[config.mk]
export PLATFORM = sky130hd
export DESIGN_NAME = mtdp_external_data_move_timing
export DESIGN_NICKNAME = d
export VERILOG_FILES = /design/src/mtdp_pkg.sv /design/src/mtdp_external_data_move_timing.sv
export VERILOG_INCLUDE_DIRS = /design/src
export SDC_FILE = /design/constraint.sdc
export NUM_CORES = 1
export LEC_CHECK = 0
export BUFFER_PORTS_ARGS = -buffer_cell sky130_fd_sc_hd__buf_2
export CORE_ASPECT_RATIO = 0.6
export CORE_MARGIN = 2
export CORE_UTILIZATION = 55
export DETAILED_ROUTE_END_ITERATION = 7
export GPL_ROUTABILITY_DRIVEN = 0
export PLACE_DENSITY_LB_ADDON = 0.25
export RECOVER_POWER = 100
export SETUP_SLACK_MARGIN = 0.15
export SYNTH_ARGS = -nofsm -noshare
export SYNTH_HDL_FRONTEND = slang
export SYNTH_SLANG_ARGS = --single-unit
[constraint.sdc]
create_clock -name clk -period 7.6 [get_ports clk]
set_clock_uncertainty 0.1 [all_clocks]
set_input_delay 1.14 -clock clk [delete_from_list [all_inputs] [get_ports clk]]
set_output_delay 1.14 -clock clk [all_outputs]
set_load 0.05 [all_outputs]
[src/mtdp_defines.svh]
// Register offsets, field positions, reset values and timing counts for the data move timing block
`ifndef MTDP_DEFINES_SVH
`define MTDP_DEFINES_SVH

`define MTDP_ADDR_PTR_SELECT   8'h86
`define MTDP_ADDR_CLOCK_CTRL   8'h8e
`define MTDP_ADDR_PRI_LOW      8'h82
`define MTDP_ADDR_PRI_HIGH     8'h83
`define MTDP_SEL_BIT           0
`define MTDP_STRETCH_MSB       2
`define MTDP_STRETCH_LSB       0
`define MTDP_STRETCH_RESET     3'h1
`define MTDP_CLOCK_CTRL_RESET  8'h01
`define MTDP_XMOVE_BASE_CYCLES 4'h2
`define MTDP_MIN_CYCLES        3'h1
`define MTDP_MAX_CYCLES        3'h5
`define MTDP_STATES_PER_CYCLE  4

`endif

[src/mtdp_pkg.sv]
// Types shared by the data move timing block and its users
package mtdp_pkg;

	typedef enum logic [1:0] {
		MTDP_STATE_ONE   = 2'b00,
		MTDP_STATE_TWO   = 2'b01,
		MTDP_STATE_THREE = 2'b10,
		MTDP_STATE_FOUR  = 2'b11
	} mtdp_state_t;

	// One instruction as presented by the core
	typedef struct packed {
		logic       valid;
		logic [2:0] cycles;
		logic       is_xmove;
		logic       ptr_form;
		logic       write;
		logic [7:0] indir_low;
		logic [7:0] port2_latch;
	} mtdp_instr_t;

	// Special function register access port
	typedef struct packed {
		logic       wr;
		logic       rd;
		logic       inc;
		logic [7:0] addr;
		logic [7:0] wdata;
	} mtdp_sfr_req_t;

endpackage

[src/mtdp_external_data_move_timing.sv]
// Machine cycle sequencer, stretched external data move and dual data pointers
`timescale 1ns/1ps
`include "mtdp_defines.svh"

module mtdp_external_data_move_timing (
	input  wire logic                   clk,
	input  wire logic                   reset,
	input  wire mtdp_pkg::mtdp_instr_t  instr,
	input  wire logic                   ptr_inc,
	input  wire mtdp_pkg::mtdp_sfr_req_t sfr_req,
	output logic [7:0]                  sfr_rdata,
	output mtdp_pkg::mtdp_state_t       state,
	output logic                        half,
	output logic                        instr_take,
	output logic                        opcode_fetch,
	output logic [3:0]                  mcycle,
	output logic [15:0]                 ext_addr,
	output logic                        read_strobe_n,
	output logic                        write_strobe_n
);
	import mtdp_pkg::*;

	logic        pointer_select;
	logic [2:0]  stretch_field;
	logic [15:0] primary_data_pointer;
	logic [15:0] secondary_data_pointer;
	logic [3:0]  total;
	logic        is_xmove;
	logic        is_write;

	mtdp_state_t next_state;
	logic        next_half;
	logic        next_instr_take;
	logic        next_opcode_fetch;
	logic [3:0]  next_mcycle;
	logic [3:0]  next_total;
	logic        next_is_xmove;
	logic        next_is_write;
	logic [15:0] next_ext_addr;
	logic        next_read_strobe_n;
	logic        next_write_strobe_n;

	logic        next_pointer_select;
	logic [2:0]  next_stretch_field;
	logic [15:0] next_primary_data_pointer;
	logic [15:0] next_secondary_data_pointer;
	logic [7:0]  next_sfr_rdata;

	logic        end_of_mcycle;
	logic        end_of_instr;
	logic [15:0] selected_ptr;

	// Clamp a requested cycle count into the one-to-five range
	function automatic logic [3:0] clamp_cycles(input logic [2:0] c);
		logic [2:0] r;
		r = c;
		if (c < `MTDP_MIN_CYCLES)
			r = `MTDP_MIN_CYCLES;
		else if (c > `MTDP_MAX_CYCLES)
			r = `MTDP_MAX_CYCLES;
		return {1'b0, r};
	endfunction

	// Strobe window: from state two of the second cycle to state three of the last
	function automatic logic strobe_on(input logic [3:0] mc, input logic [3:0] tot,
		input mtdp_state_t st);
		logic on;
		on = 1'b0;
		if (mc == 4'h1 && st != MTDP_STATE_ONE)
			on = 1'b1;
		else if (mc > 4'h1)
			on = 1'b1;
		if (mc == tot - 4'h1 && st == MTDP_STATE_FOUR)
			on = 1'b0;
		return on;
	endfunction

	assign selected_ptr  = pointer_select ? secondary_data_pointer : primary_data_pointer;
	assign end_of_mcycle = (state == MTDP_STATE_FOUR) && half;
	assign end_of_instr  = end_of_mcycle && (mcycle == total - 4'h1);

	// Sequencer
	always_comb begin
		next_state          = state;
		next_half           = ~half;
		next_mcycle         = mcycle;
		next_total          = total;
		next_is_xmove       = is_xmove;
		next_is_write       = is_write;
		next_ext_addr       = ext_addr;
		next_instr_take     = 1'b0;
		next_opcode_fetch   = 1'b0;
		if (half) begin
			case (state)
				MTDP_STATE_ONE:   next_state = MTDP_STATE_TWO;
				MTDP_STATE_TWO:   next_state = MTDP_STATE_THREE;
				MTDP_STATE_THREE: next_state = MTDP_STATE_FOUR;
				MTDP_STATE_FOUR:  next_state = MTDP_STATE_ONE;
				default:          next_state = MTDP_STATE_ONE;
			endcase
		end
		if (end_of_instr) begin
			next_mcycle     = 4'h0;
			next_instr_take = 1'b1;
			if (instr.valid && instr.is_xmove) begin
				next_total    = `MTDP_XMOVE_BASE_CYCLES + {1'b0, stretch_field};
				next_is_xmove = 1'b1;
				next_is_write = instr.write;
				if (instr.ptr_form)
					next_ext_addr = selected_ptr;
				else
					next_ext_addr = {instr.port2_latch, instr.indir_low};
			end else if (instr.valid) begin
				next_total    = clamp_cycles(instr.cycles);
				next_is_xmove = 1'b0;
				next_is_write = 1'b0;
			end else begin
				next_total    = 4'h1;
				next_is_xmove = 1'b0;
				next_is_write = 1'b0;
			end
		end else if (end_of_mcycle) begin
			next_mcycle = mcycle + 4'h1;
		end
		// Stretched access cycles of a data move fetch nothing
		if (next_state == MTDP_STATE_ONE && !next_half && end_of_mcycle &&
			(!next_is_xmove || next_mcycle == 4'h0))
			next_opcode_fetch = 1'b1;
		next_read_strobe_n  = 1'b1;
		next_write_strobe_n = 1'b1;
		if (next_is_xmove && strobe_on(next_mcycle, next_total, next_state)) begin
			next_read_strobe_n  = next_is_write;
			next_write_strobe_n = ~next_is_write;
		end
	end

	always_ff @(posedge clk) begin
		if (reset) begin
			state          <= MTDP_STATE_ONE;
			half           <= 1'b0;
			mcycle         <= 4'h0;
			total          <= 4'h1;
			is_xmove       <= 1'b0;
			is_write       <= 1'b0;
			ext_addr       <= 16'h0000;
			instr_take     <= 1'b0;
			opcode_fetch   <= 1'b1;
			read_strobe_n  <= 1'b1;
			write_strobe_n <= 1'b1;
		end else begin
			state          <= next_state;
			half           <= next_half;
			mcycle         <= next_mcycle;
			total          <= next_total;
			is_xmove       <= next_is_xmove;
			is_write       <= next_is_write;
			ext_addr       <= next_ext_addr;
			instr_take     <= next_instr_take;
			opcode_fetch   <= next_opcode_fetch;
			read_strobe_n  <= next_read_strobe_n;
			write_strobe_n <= next_write_strobe_n;
		end
	end

	// Special function registers and pointers
	always_comb begin
		next_pointer_select         = pointer_select;
		next_stretch_field          = stretch_field;
		next_primary_data_pointer   = primary_data_pointer;
		next_secondary_data_pointer = secondary_data_pointer;
		next_sfr_rdata              = sfr_rdata;
		if (ptr_inc) begin
			if (pointer_select)
				next_secondary_data_pointer = secondary_data_pointer + 16'h0001;
			else
				next_primary_data_pointer = primary_data_pointer + 16'h0001;
		end
		if (sfr_req.inc && sfr_req.addr == `MTDP_ADDR_PTR_SELECT)
			next_pointer_select = ~pointer_select;
		if (sfr_req.wr) begin
			case (sfr_req.addr)
				`MTDP_ADDR_PTR_SELECT:
					next_pointer_select = sfr_req.wdata[`MTDP_SEL_BIT];
				`MTDP_ADDR_CLOCK_CTRL:
					next_stretch_field = sfr_req.wdata[`MTDP_STRETCH_MSB:`MTDP_STRETCH_LSB];
				`MTDP_ADDR_PRI_LOW: begin
					if (pointer_select)
						next_secondary_data_pointer[7:0] = sfr_req.wdata;
					else
						next_primary_data_pointer[7:0] = sfr_req.wdata;
				end
				`MTDP_ADDR_PRI_HIGH: begin
					if (pointer_select)
						next_secondary_data_pointer[15:8] = sfr_req.wdata;
					else
						next_primary_data_pointer[15:8] = sfr_req.wdata;
				end
				default: ;
			endcase
		end
		if (sfr_req.rd) begin
			case (sfr_req.addr)
				`MTDP_ADDR_PTR_SELECT: next_sfr_rdata = {7'h00, pointer_select};
				`MTDP_ADDR_CLOCK_CTRL: next_sfr_rdata = {5'h00, stretch_field};
				`MTDP_ADDR_PRI_LOW:    next_sfr_rdata = selected_ptr[7:0];
				`MTDP_ADDR_PRI_HIGH:   next_sfr_rdata = selected_ptr[15:8];
				default:               next_sfr_rdata = 8'h00;
			endcase
		end
	end

	always_ff @(posedge clk) begin
		if (reset) begin
			pointer_select         <= 1'b0;
			stretch_field          <= `MTDP_STRETCH_RESET;
			primary_data_pointer   <= 16'h0000;
			secondary_data_pointer <= 16'h0000;
			sfr_rdata              <= 8'h00;
		end else begin
			pointer_select         <= next_pointer_select;
			stretch_field          <= next_stretch_field;
			primary_data_pointer   <= next_primary_data_pointer;
			secondary_data_pointer <= next_secondary_data_pointer;
			sfr_rdata              <= next_sfr_rdata;
		end
	end

endmodule

==> results of run 1 <==
[how the worst max path moves through the flow]
stage	startpoint	to	slack, ns	cells after the start
after floorplan	state[1]	read_strobe_n	4.20	14
after global placement	instr[22]	read_strobe_n	4.15	10
after detailed placement	state[1]	read_strobe_n	4.01	12
after CTS	state[1]	read_strobe_n	3.98	12
after global routing	reset	stretch_field[0]	3.05	4
final	reset	stretch_field[0]	3.24	4
[worst max-delay path, cell delays in order]
cell and delay [ns]:
buf_2 0.08, clkbuf_1 2.37, inv_1 0.60, o211ai_1 0.29
[cells in the final DEF, fill, tap and decap left out, drive strengths merged, types with 11 or more instances in the layout]
cell type	instances
dfxtp	77
nor2	64
nand2	59
clkbuf	48
buf	45
a21oi	32
a211oi	26
mux2i	24
xnor2	20
o211ai	17
nand3	15
xor2	15
nor3	14
o21ai	13
inv	13
and3	12
nor2b	11
[flip-flops by register name (all words and copies together) (netlist names), 2 cells and up]
name	count
ext_addr	16
mcycle	4
primary_data_pointer	16
secondary_data_pointer	16
sfr_rdata	8
state	2
stretch_field	3
total	4
[logic make-up (layout without fill, tap and decap cells)]
logic type               after synthesis  after routing  share of synthesized area (%)
AO/OA/AOI/OAI                        119            119                           18.5
adder cells (fa/ha/maj)                9              9                           2.62
buffers and inverters                 42            109                           4.08
AND/OR/NAND/NOR                      211            211                           23.5
multiplexers                          27             27                           6.39
flip-flops                            77             77                           35.9
XOR/XNOR                              37             37                           8.98
[stage by stage]
step                cells  hold WS, ns
floorplan             522        0.359
global placement      677        0.334
detailed placement    677        0.342
CTS                   693        0.349
global route          693        0.373
finish                693        0.348
[where the power goes]
group | switching (mW) | internal, mW | total [mW]
combinational | 0.0424 | 0.0215 | 0.0639
clock | 0.171 | 0.249 | 0.421
sequential | 0.00414 | 0.407 | 0.411
[metal layers]
| layer | track usage [%] | wire length (µm) | vias to the layer above |
|---|---|---|---|
| met5 | 0 | 0 | - |
| met4 | 7.90 | 115 | 0 |
| met3 | 6.45 | 1140 | 15 |
| met2 | 40.8 | 4960 | 207 |
| met1 | 44.6 | 6080 | 1935 |
| li1 | - | - | 1993 |
[area by class of cell]
cell class                      instances  share of cell area, %
Timing Repair Buffer                   81                   7.33
Clock buffer                           12                   5.38
Inverter                               12                  0.910
Clock inverter                          4                  0.607
Multi-Input combinational cell        403                   52.0
Tap cell                              104                   2.63
Sequential cell                        77                   31.1
==> results.md, run 1 <==
- TNS Setup: 0 ns
- Via density: 5.99
- Final core occ: 66.7%
- Flop2flop setup slack: 3.87 ns
- Syn. warnings: 0
- Footprint of the multi-input gates: 2570 µm²
- CTS clk-pin slew, worst paths: 0.06 ns
- Final total power: 895 µW
- Hold Path Origin: ext_addr[2]
- Initial antenna violation count: 0
- Fin. max-slew vios: 76
- Vias: 4,150
- Starting Density: around 58%
- Placed cell areas: about 4700 µm²
- Syn Inst Count: 522
- Share of cells above drive strength 1: 11.9%
- Setup ws final: 3.24 ns
- VDD IR max: approximately 0.097 mV
- Nets: 638
- Pin count of the biggest net entering global routing: 76
- Seq/Total Area, Yosys: 35.9%
- Crit path max fanout: 75
- Async S/R FF share, synth: 0%
- Area delta synth->final: 15.4%
- Worst hold endpoint: ext_addr[2]
- Max-slew headroom: -124%
- Commonest cells in the netlist: dfxtp_1 (77), nor2_1 (64), nand2_1 (58)
- Layout fillers: 667
- Cts repair resizes: 0
- Final ANT Viol Nets: 0
- Power Dens Cells: roughly 180 nW/µm²
- Most frequent cell after synthesis: dfxtp_1
- Root Buffer: clkbuf_16
- Full die area: about 8500 µm²
- CTS sink count: 77
- Worst min-delay path class: reg -> reg
- Clock Latency Late Sink: 0.34 ns
- Initial DRT Pass Iterations: 6
- I/O pin count: 80
- Gr ovfl total: 0
- Reg2reg path depth: 12
- Number of global-route vias before repair: 3,645
- Worst r2r src: state[1]
- Finished Cell Area: between 4000 and 5000 µm²
- Port bufs: 79
- Setup CP Type: in -> reg
- Leak: 1.79 nW
- Seq. cell area: 1540 µm²
- Placeable Area: roughly 7400 µm²
- RSZ-0062 raised after global routing: false
- Outcome: complete, but fails checks
- Top-area cell type share of the netlist area: 35.9%
- Hold buffers post-CTS: 0
- Violated checks: max-capacitance violations, max-slew violations
- Synth top area cells: dfxtp_1 (36%), mux2i_1 (5.6%), nor2_1 (5.6%), nand2_1 (5.1%), a211oi_1 (4.5%)
- Total of max-cap violations: 1
- Post-DP HPWL: 9230 µm
- Count of cell types in the netlist: 54
- Tmin final: around 4.4 ns
- Synth Register Bits: 77
- Final wirelength: 12,300 µm
- Post-place setup slack: 4.01 ns
- Die width: around 120 µm
- Post-synth EDFFs: 0
- Synthesized area per cell: 8.22 µm²
- Site Rows: 24
- Postcts setup bufs: 0
- DRC errors left: 0
- H-tree Lvls: 3
- # setup viols final: 0
- Final Hold Viols: 0
- Buffer depth of the longest clock path: 2
- CTS Buf Count: 9
- Detailed Route Iter0 Violations: ~480
- Worst-Margin Slew: 3.37 ns
- Wirelength per Cell: 17.7 µm
- First-pass GRT wire length: slightly below 20,000 µm
- Worst reg2reg path endpoint: read_strobe_n
- Worst Setup Start Kind: input port
- Critical Path RT: 7.74 ns
- GRT Overall Usage: 29.1%
- Most used DFF post-synth: dfxtp_1
- Crit end category: register
- Die Y: 72.4 µm
- Final period utilization: ~57%
- Cell taking the most area after synthesis: dfxtp_1
- ANT cells: 0
- F_max: 229 MHz
- Syn_nets: roughly 580
- CTS tree: built
- Synthesized cell area: between 4000 and 5000 µm²
- Hold depth: 2
- Crit path DAT: 4.50 ns
Power figures use the tool's default switching activity.
==> run 2, diff against run 1 <==
--- a/config.mk
+++ b/config.mk
@@ -6,6 +6,7 @@
 export SDC_FILE = /design/constraint.sdc
 export NUM_CORES = 1
 export LEC_CHECK = 0
+export ABC_AREA = 1
 export BUFFER_PORTS_ARGS = -buffer_cell sky130_fd_sc_hd__buf_2
 export CORE_ASPECT_RATIO = 0.6
 export CORE_MARGIN = 2
==> constraint.sdc (replaced) <==
create_clock -name clk -period 4.2 [get_ports clk]
set_clock_uncertainty 0.1 [all_clocks]
set_input_delay 0.63 -clock clk [delete_from_list [all_inputs] [get_ports clk]]
set_output_delay 0.63 -clock clk [all_outputs]
set_load 0.05 [all_outputs]
==> results.md, run 2 <==
- Number of global-route vias before repair: 3,795 (+4.1%)
- Tmin final: between 3 and 4 ns
- Syn Inst Count: 610 (+17%)
- Setup CP Type: in -> reg
- Most common cell after layout, fill and taps aside: nand2_1
- Setup ws final: 0.908 ns (-2.33 ns)
- F_max: 304 MHz
- Comb power frac: 7.0% (about the same)
- Detailed Route Iter0 Violations: 374 (-22%)
- # setup viols final: 0 (unchanged)
- Net Sw Frac: 23.1% (-1.2 points)
- Leak: 2.26 nW (+26%)
- Crit path DAT: 3.39 ns (-1.11 ns)
- Final instance count without filler cells: 794 (+15%)
- Max-slew headroom: -18.0% (+110 points)
- Post-DP HPWL: 9100 µm (-1.4%)
- Placed cell count: 779 (+15%)
- Syn. warnings: 0 (unchanged)
- Wirelength per Cell: 15.2 µm (-14%)
- DRC errors left: 0 (unchanged)
- Most frequent cell after synthesis: nand2_1
- Nets: 736 (+15%)
- Fin. max-slew vios: 20 (-74%)
- Worst Setup Start Kind: input port
- Footprint of the multi-input gates: 2310 µm² (-10%)
- Worst-Margin Slew: 1.75 ns (-1.61 ns)
- Commonest cells in the netlist: nand2_1 (124), inv_1 (81), dfxtp_1 (77)
- Crit path max fanout: 14 (-81%)
- Synth Register Bits: 77 (unchanged)
- Met1 usage: 41.2% (-3.4 points)
- P_int: 1.26 mW (+86%)
- Synth top area cells: dfxtp_1 (36%), nand2_1 (11%), o21ai_0 (7.5%), inv_1 (7.0%), a21oi_1 (6.3%)
- Outcome: complete, but fails checks
- Final wirelength: 12,100 µm (-1.5%)
- Seq. cell area: 1540 µm² (unchanged)
- Critical Path RT: 4.30 ns (-3.44 ns)
- Sw Pwr: 380 µW (+74%)
- Port bufs: 79 (unchanged)
- Buffer depth of the longest clock path: 2 (unchanged)
- Share of cells above drive strength 1: 11.1% (-0.81 points)
- Area delta synth->final: 14.8%
- First-pass GRT wire length: 19,100 µm (-0.65%)
- Synthesized area per cell: 7.12 µm² (-13%)
- Seq/Total Area, Yosys: 35.5% (-0.42 points)
- CTS sink count: 77 (unchanged)
- Async S/R FF share, synth: 0% (unchanged)
- Via density: 5.43 (-9.3%)
- Gr ovfl total: 0 (unchanged)
- Total of max-cap violations: 2 (+1)
- Root Buffer: clkbuf_16
- GRT Overall Usage: 28.5% (-0.65 points)
- I/O pin count: 80 (unchanged)
- Full die area: 8640 µm² (+1.1%)
- Postcts setup bufs: 0 (unchanged)
- Hold buffers post-CTS: 0 (unchanged)
- Sequential power share: 45.2% (-0.7 points)
- Cell taking the most area after synthesis: dfxtp_1
- Site Rows: 25 (+4.2%)
- Clk pwr share: 47.7% (+0.7 points)
- Violated checks: max-capacitance violations, max-slew violations
- Initial DRT Pass Iterations: 5 (-1)
- Top flop regs: ext_addr x16, primary_data_pointer x16, secondary_data_pointer x16
- Final ANT Viol Nets: 0 (unchanged)
- Post-place setup slack: 1.52 ns (-2.49 ns)
- TNS Setup: 0 ns (unchanged)
- CTS tree: built
- GR peak layer: met2
- CTS Buf Count: 9 (unchanged)
- Vias: 4,314 (+4.0%)
- Met2 Use GR: 41.6% (+0.81 points)
- RSZ-0062 raised after global routing: false
- Final core occ: 64.3% (-2.5 points)
- Final Hold Viols: 0 (unchanged)
- Placeable Area: 7760 µm² (+4.6%)
- Synthesized cell area: 4340 µm² (+1.2%)
- Count of cell types in the netlist: 44 (-19%)
- Die Y: 72.8 µm (+0.56%)
- Post-synth EDFFs: 0 (unchanged)
- Layout fillers: 729 (+9.3%)
- Pin count of the biggest net entering global routing: 42 (-45%)
- Global routing usage on met3: 8.75% (+2.3 points)
- Crit end category: register
- VDD IR max: 0.311 mV (+220%)
- Die width: 119 µm (+0.58%)
- Most used DFF post-synth: dfxtp_1
- Initial antenna violation count: 0 (unchanged)
- Cts repair resizes: 0 (unchanged)
- Top-area cell type share of the netlist area: 35.5% (-0.42 points)
- Most frequent cells in the layout: nand2_1 (126), inv_1 (83), dfxtp_1 (77)
- Syn_nets: 664 (+15%)
- Final period utilization: 78.4%
- Worst min-delay path class: reg -> reg
- H-tree Lvls: 3 (unchanged)
- ANT cells: 0 (unchanged)
- Power Dens Cells: 329 nW/µm² (+82%)
- Clock Latency Late Sink: 0.34 ns (about the same)
- Starting Density: 56.0% (-1.9 points)
- CTS clk-pin slew, worst paths: 0.06 ns (about the same)
[run 2: cell count changes in the layout (fill, tap and decap cells not counted), sizes merged, moves of 12 or more]
| cell | delta |
|---|---|
| o211ai | -13 |
| xnor2 | -17 |
| inv | +74 |
| and3 | -12 |
| nor2 | -18 |
| o21ai | +55 |
| a21oi | +23 |
| nand2 | +69 |
| xor2 | +13 |
| a211oi | -24 |
[run 2: path summary, 6_finish.rpt]
| path | end | cells after the start | slack (ns) | start |
|---|---|---|---|---|
| worst min-delay path | sfr_rdata[1] | 2 | 0.37 | sfr_rdata[1] |
| worst max register to register | read_strobe_n | 18 | 1.15 | total[0] |
| worst min register to register | sfr_rdata[1] | 2 | 0.37 | sfr_rdata[1] |
| worst max-delay path | primary_data_pointer[1] | 8 | 0.91 | sfr_req[10] |
[run 2: through the flow]
step	instance area (µm²)	hold WS, ns	power [mW]
floorplan	4340	0.371	0.831
global placement	4790	0.361	0.872
detailed placement	4790	0.361	0.875
CTS	5090	0.370	1.65
global route	4980	0.377	1.70
finish	4980	0.369	1.64
[run 2: power groups by stage]
stage	sequential, mW	combinational (mW)	clock [mW]
after CTS	0.742	0.118	0.792
after global placement	0.758	0.114	0
after detailed placement	0.758	0.117	0
final	0.743	0.115	0.784
after floorplan	0.769	0.0620	0
after global routing	0.743	0.127	0.826
[run 2: cell type report]
type	count	share of cell area, %
Multi-Input combinational cell	426	46.4
Sequential cell	77	30.9
Timing Repair Buffer	81	7.33
Inverter	87	6.65
Clock buffer	11	5.07
Tap cell	108	2.71
Clock inverter	4	0.954
[run 2: routing by layer]
metal  wire length (µm)  vias to the layer above
met5                  0                        -
met2               4960                      194
met4                161                        0
met1               5820                     1965
li1                   -                     2136
met3               1160                       19
[run 2: cell families after synthesis]
logic type,synth area share [%]
DFF,35.5
and+or+nand+nor,24.1
AOI/OAI and AO/OA,17.8
buffers and inverters,9.77
muxes,3.95
adders and majority gates,2.59
xor gates and xnor gates,6.25
[run 2: worst max-delay path, cell delays in order]
cell	delay [ns]
clkbuf_1	0.09
or2_0	0.25
nor4_1	1.27
nand2_4	0.12
nor2_1	0.40
inv_1	0.30
o21ai_0	0.24
a31oi_1	0.07
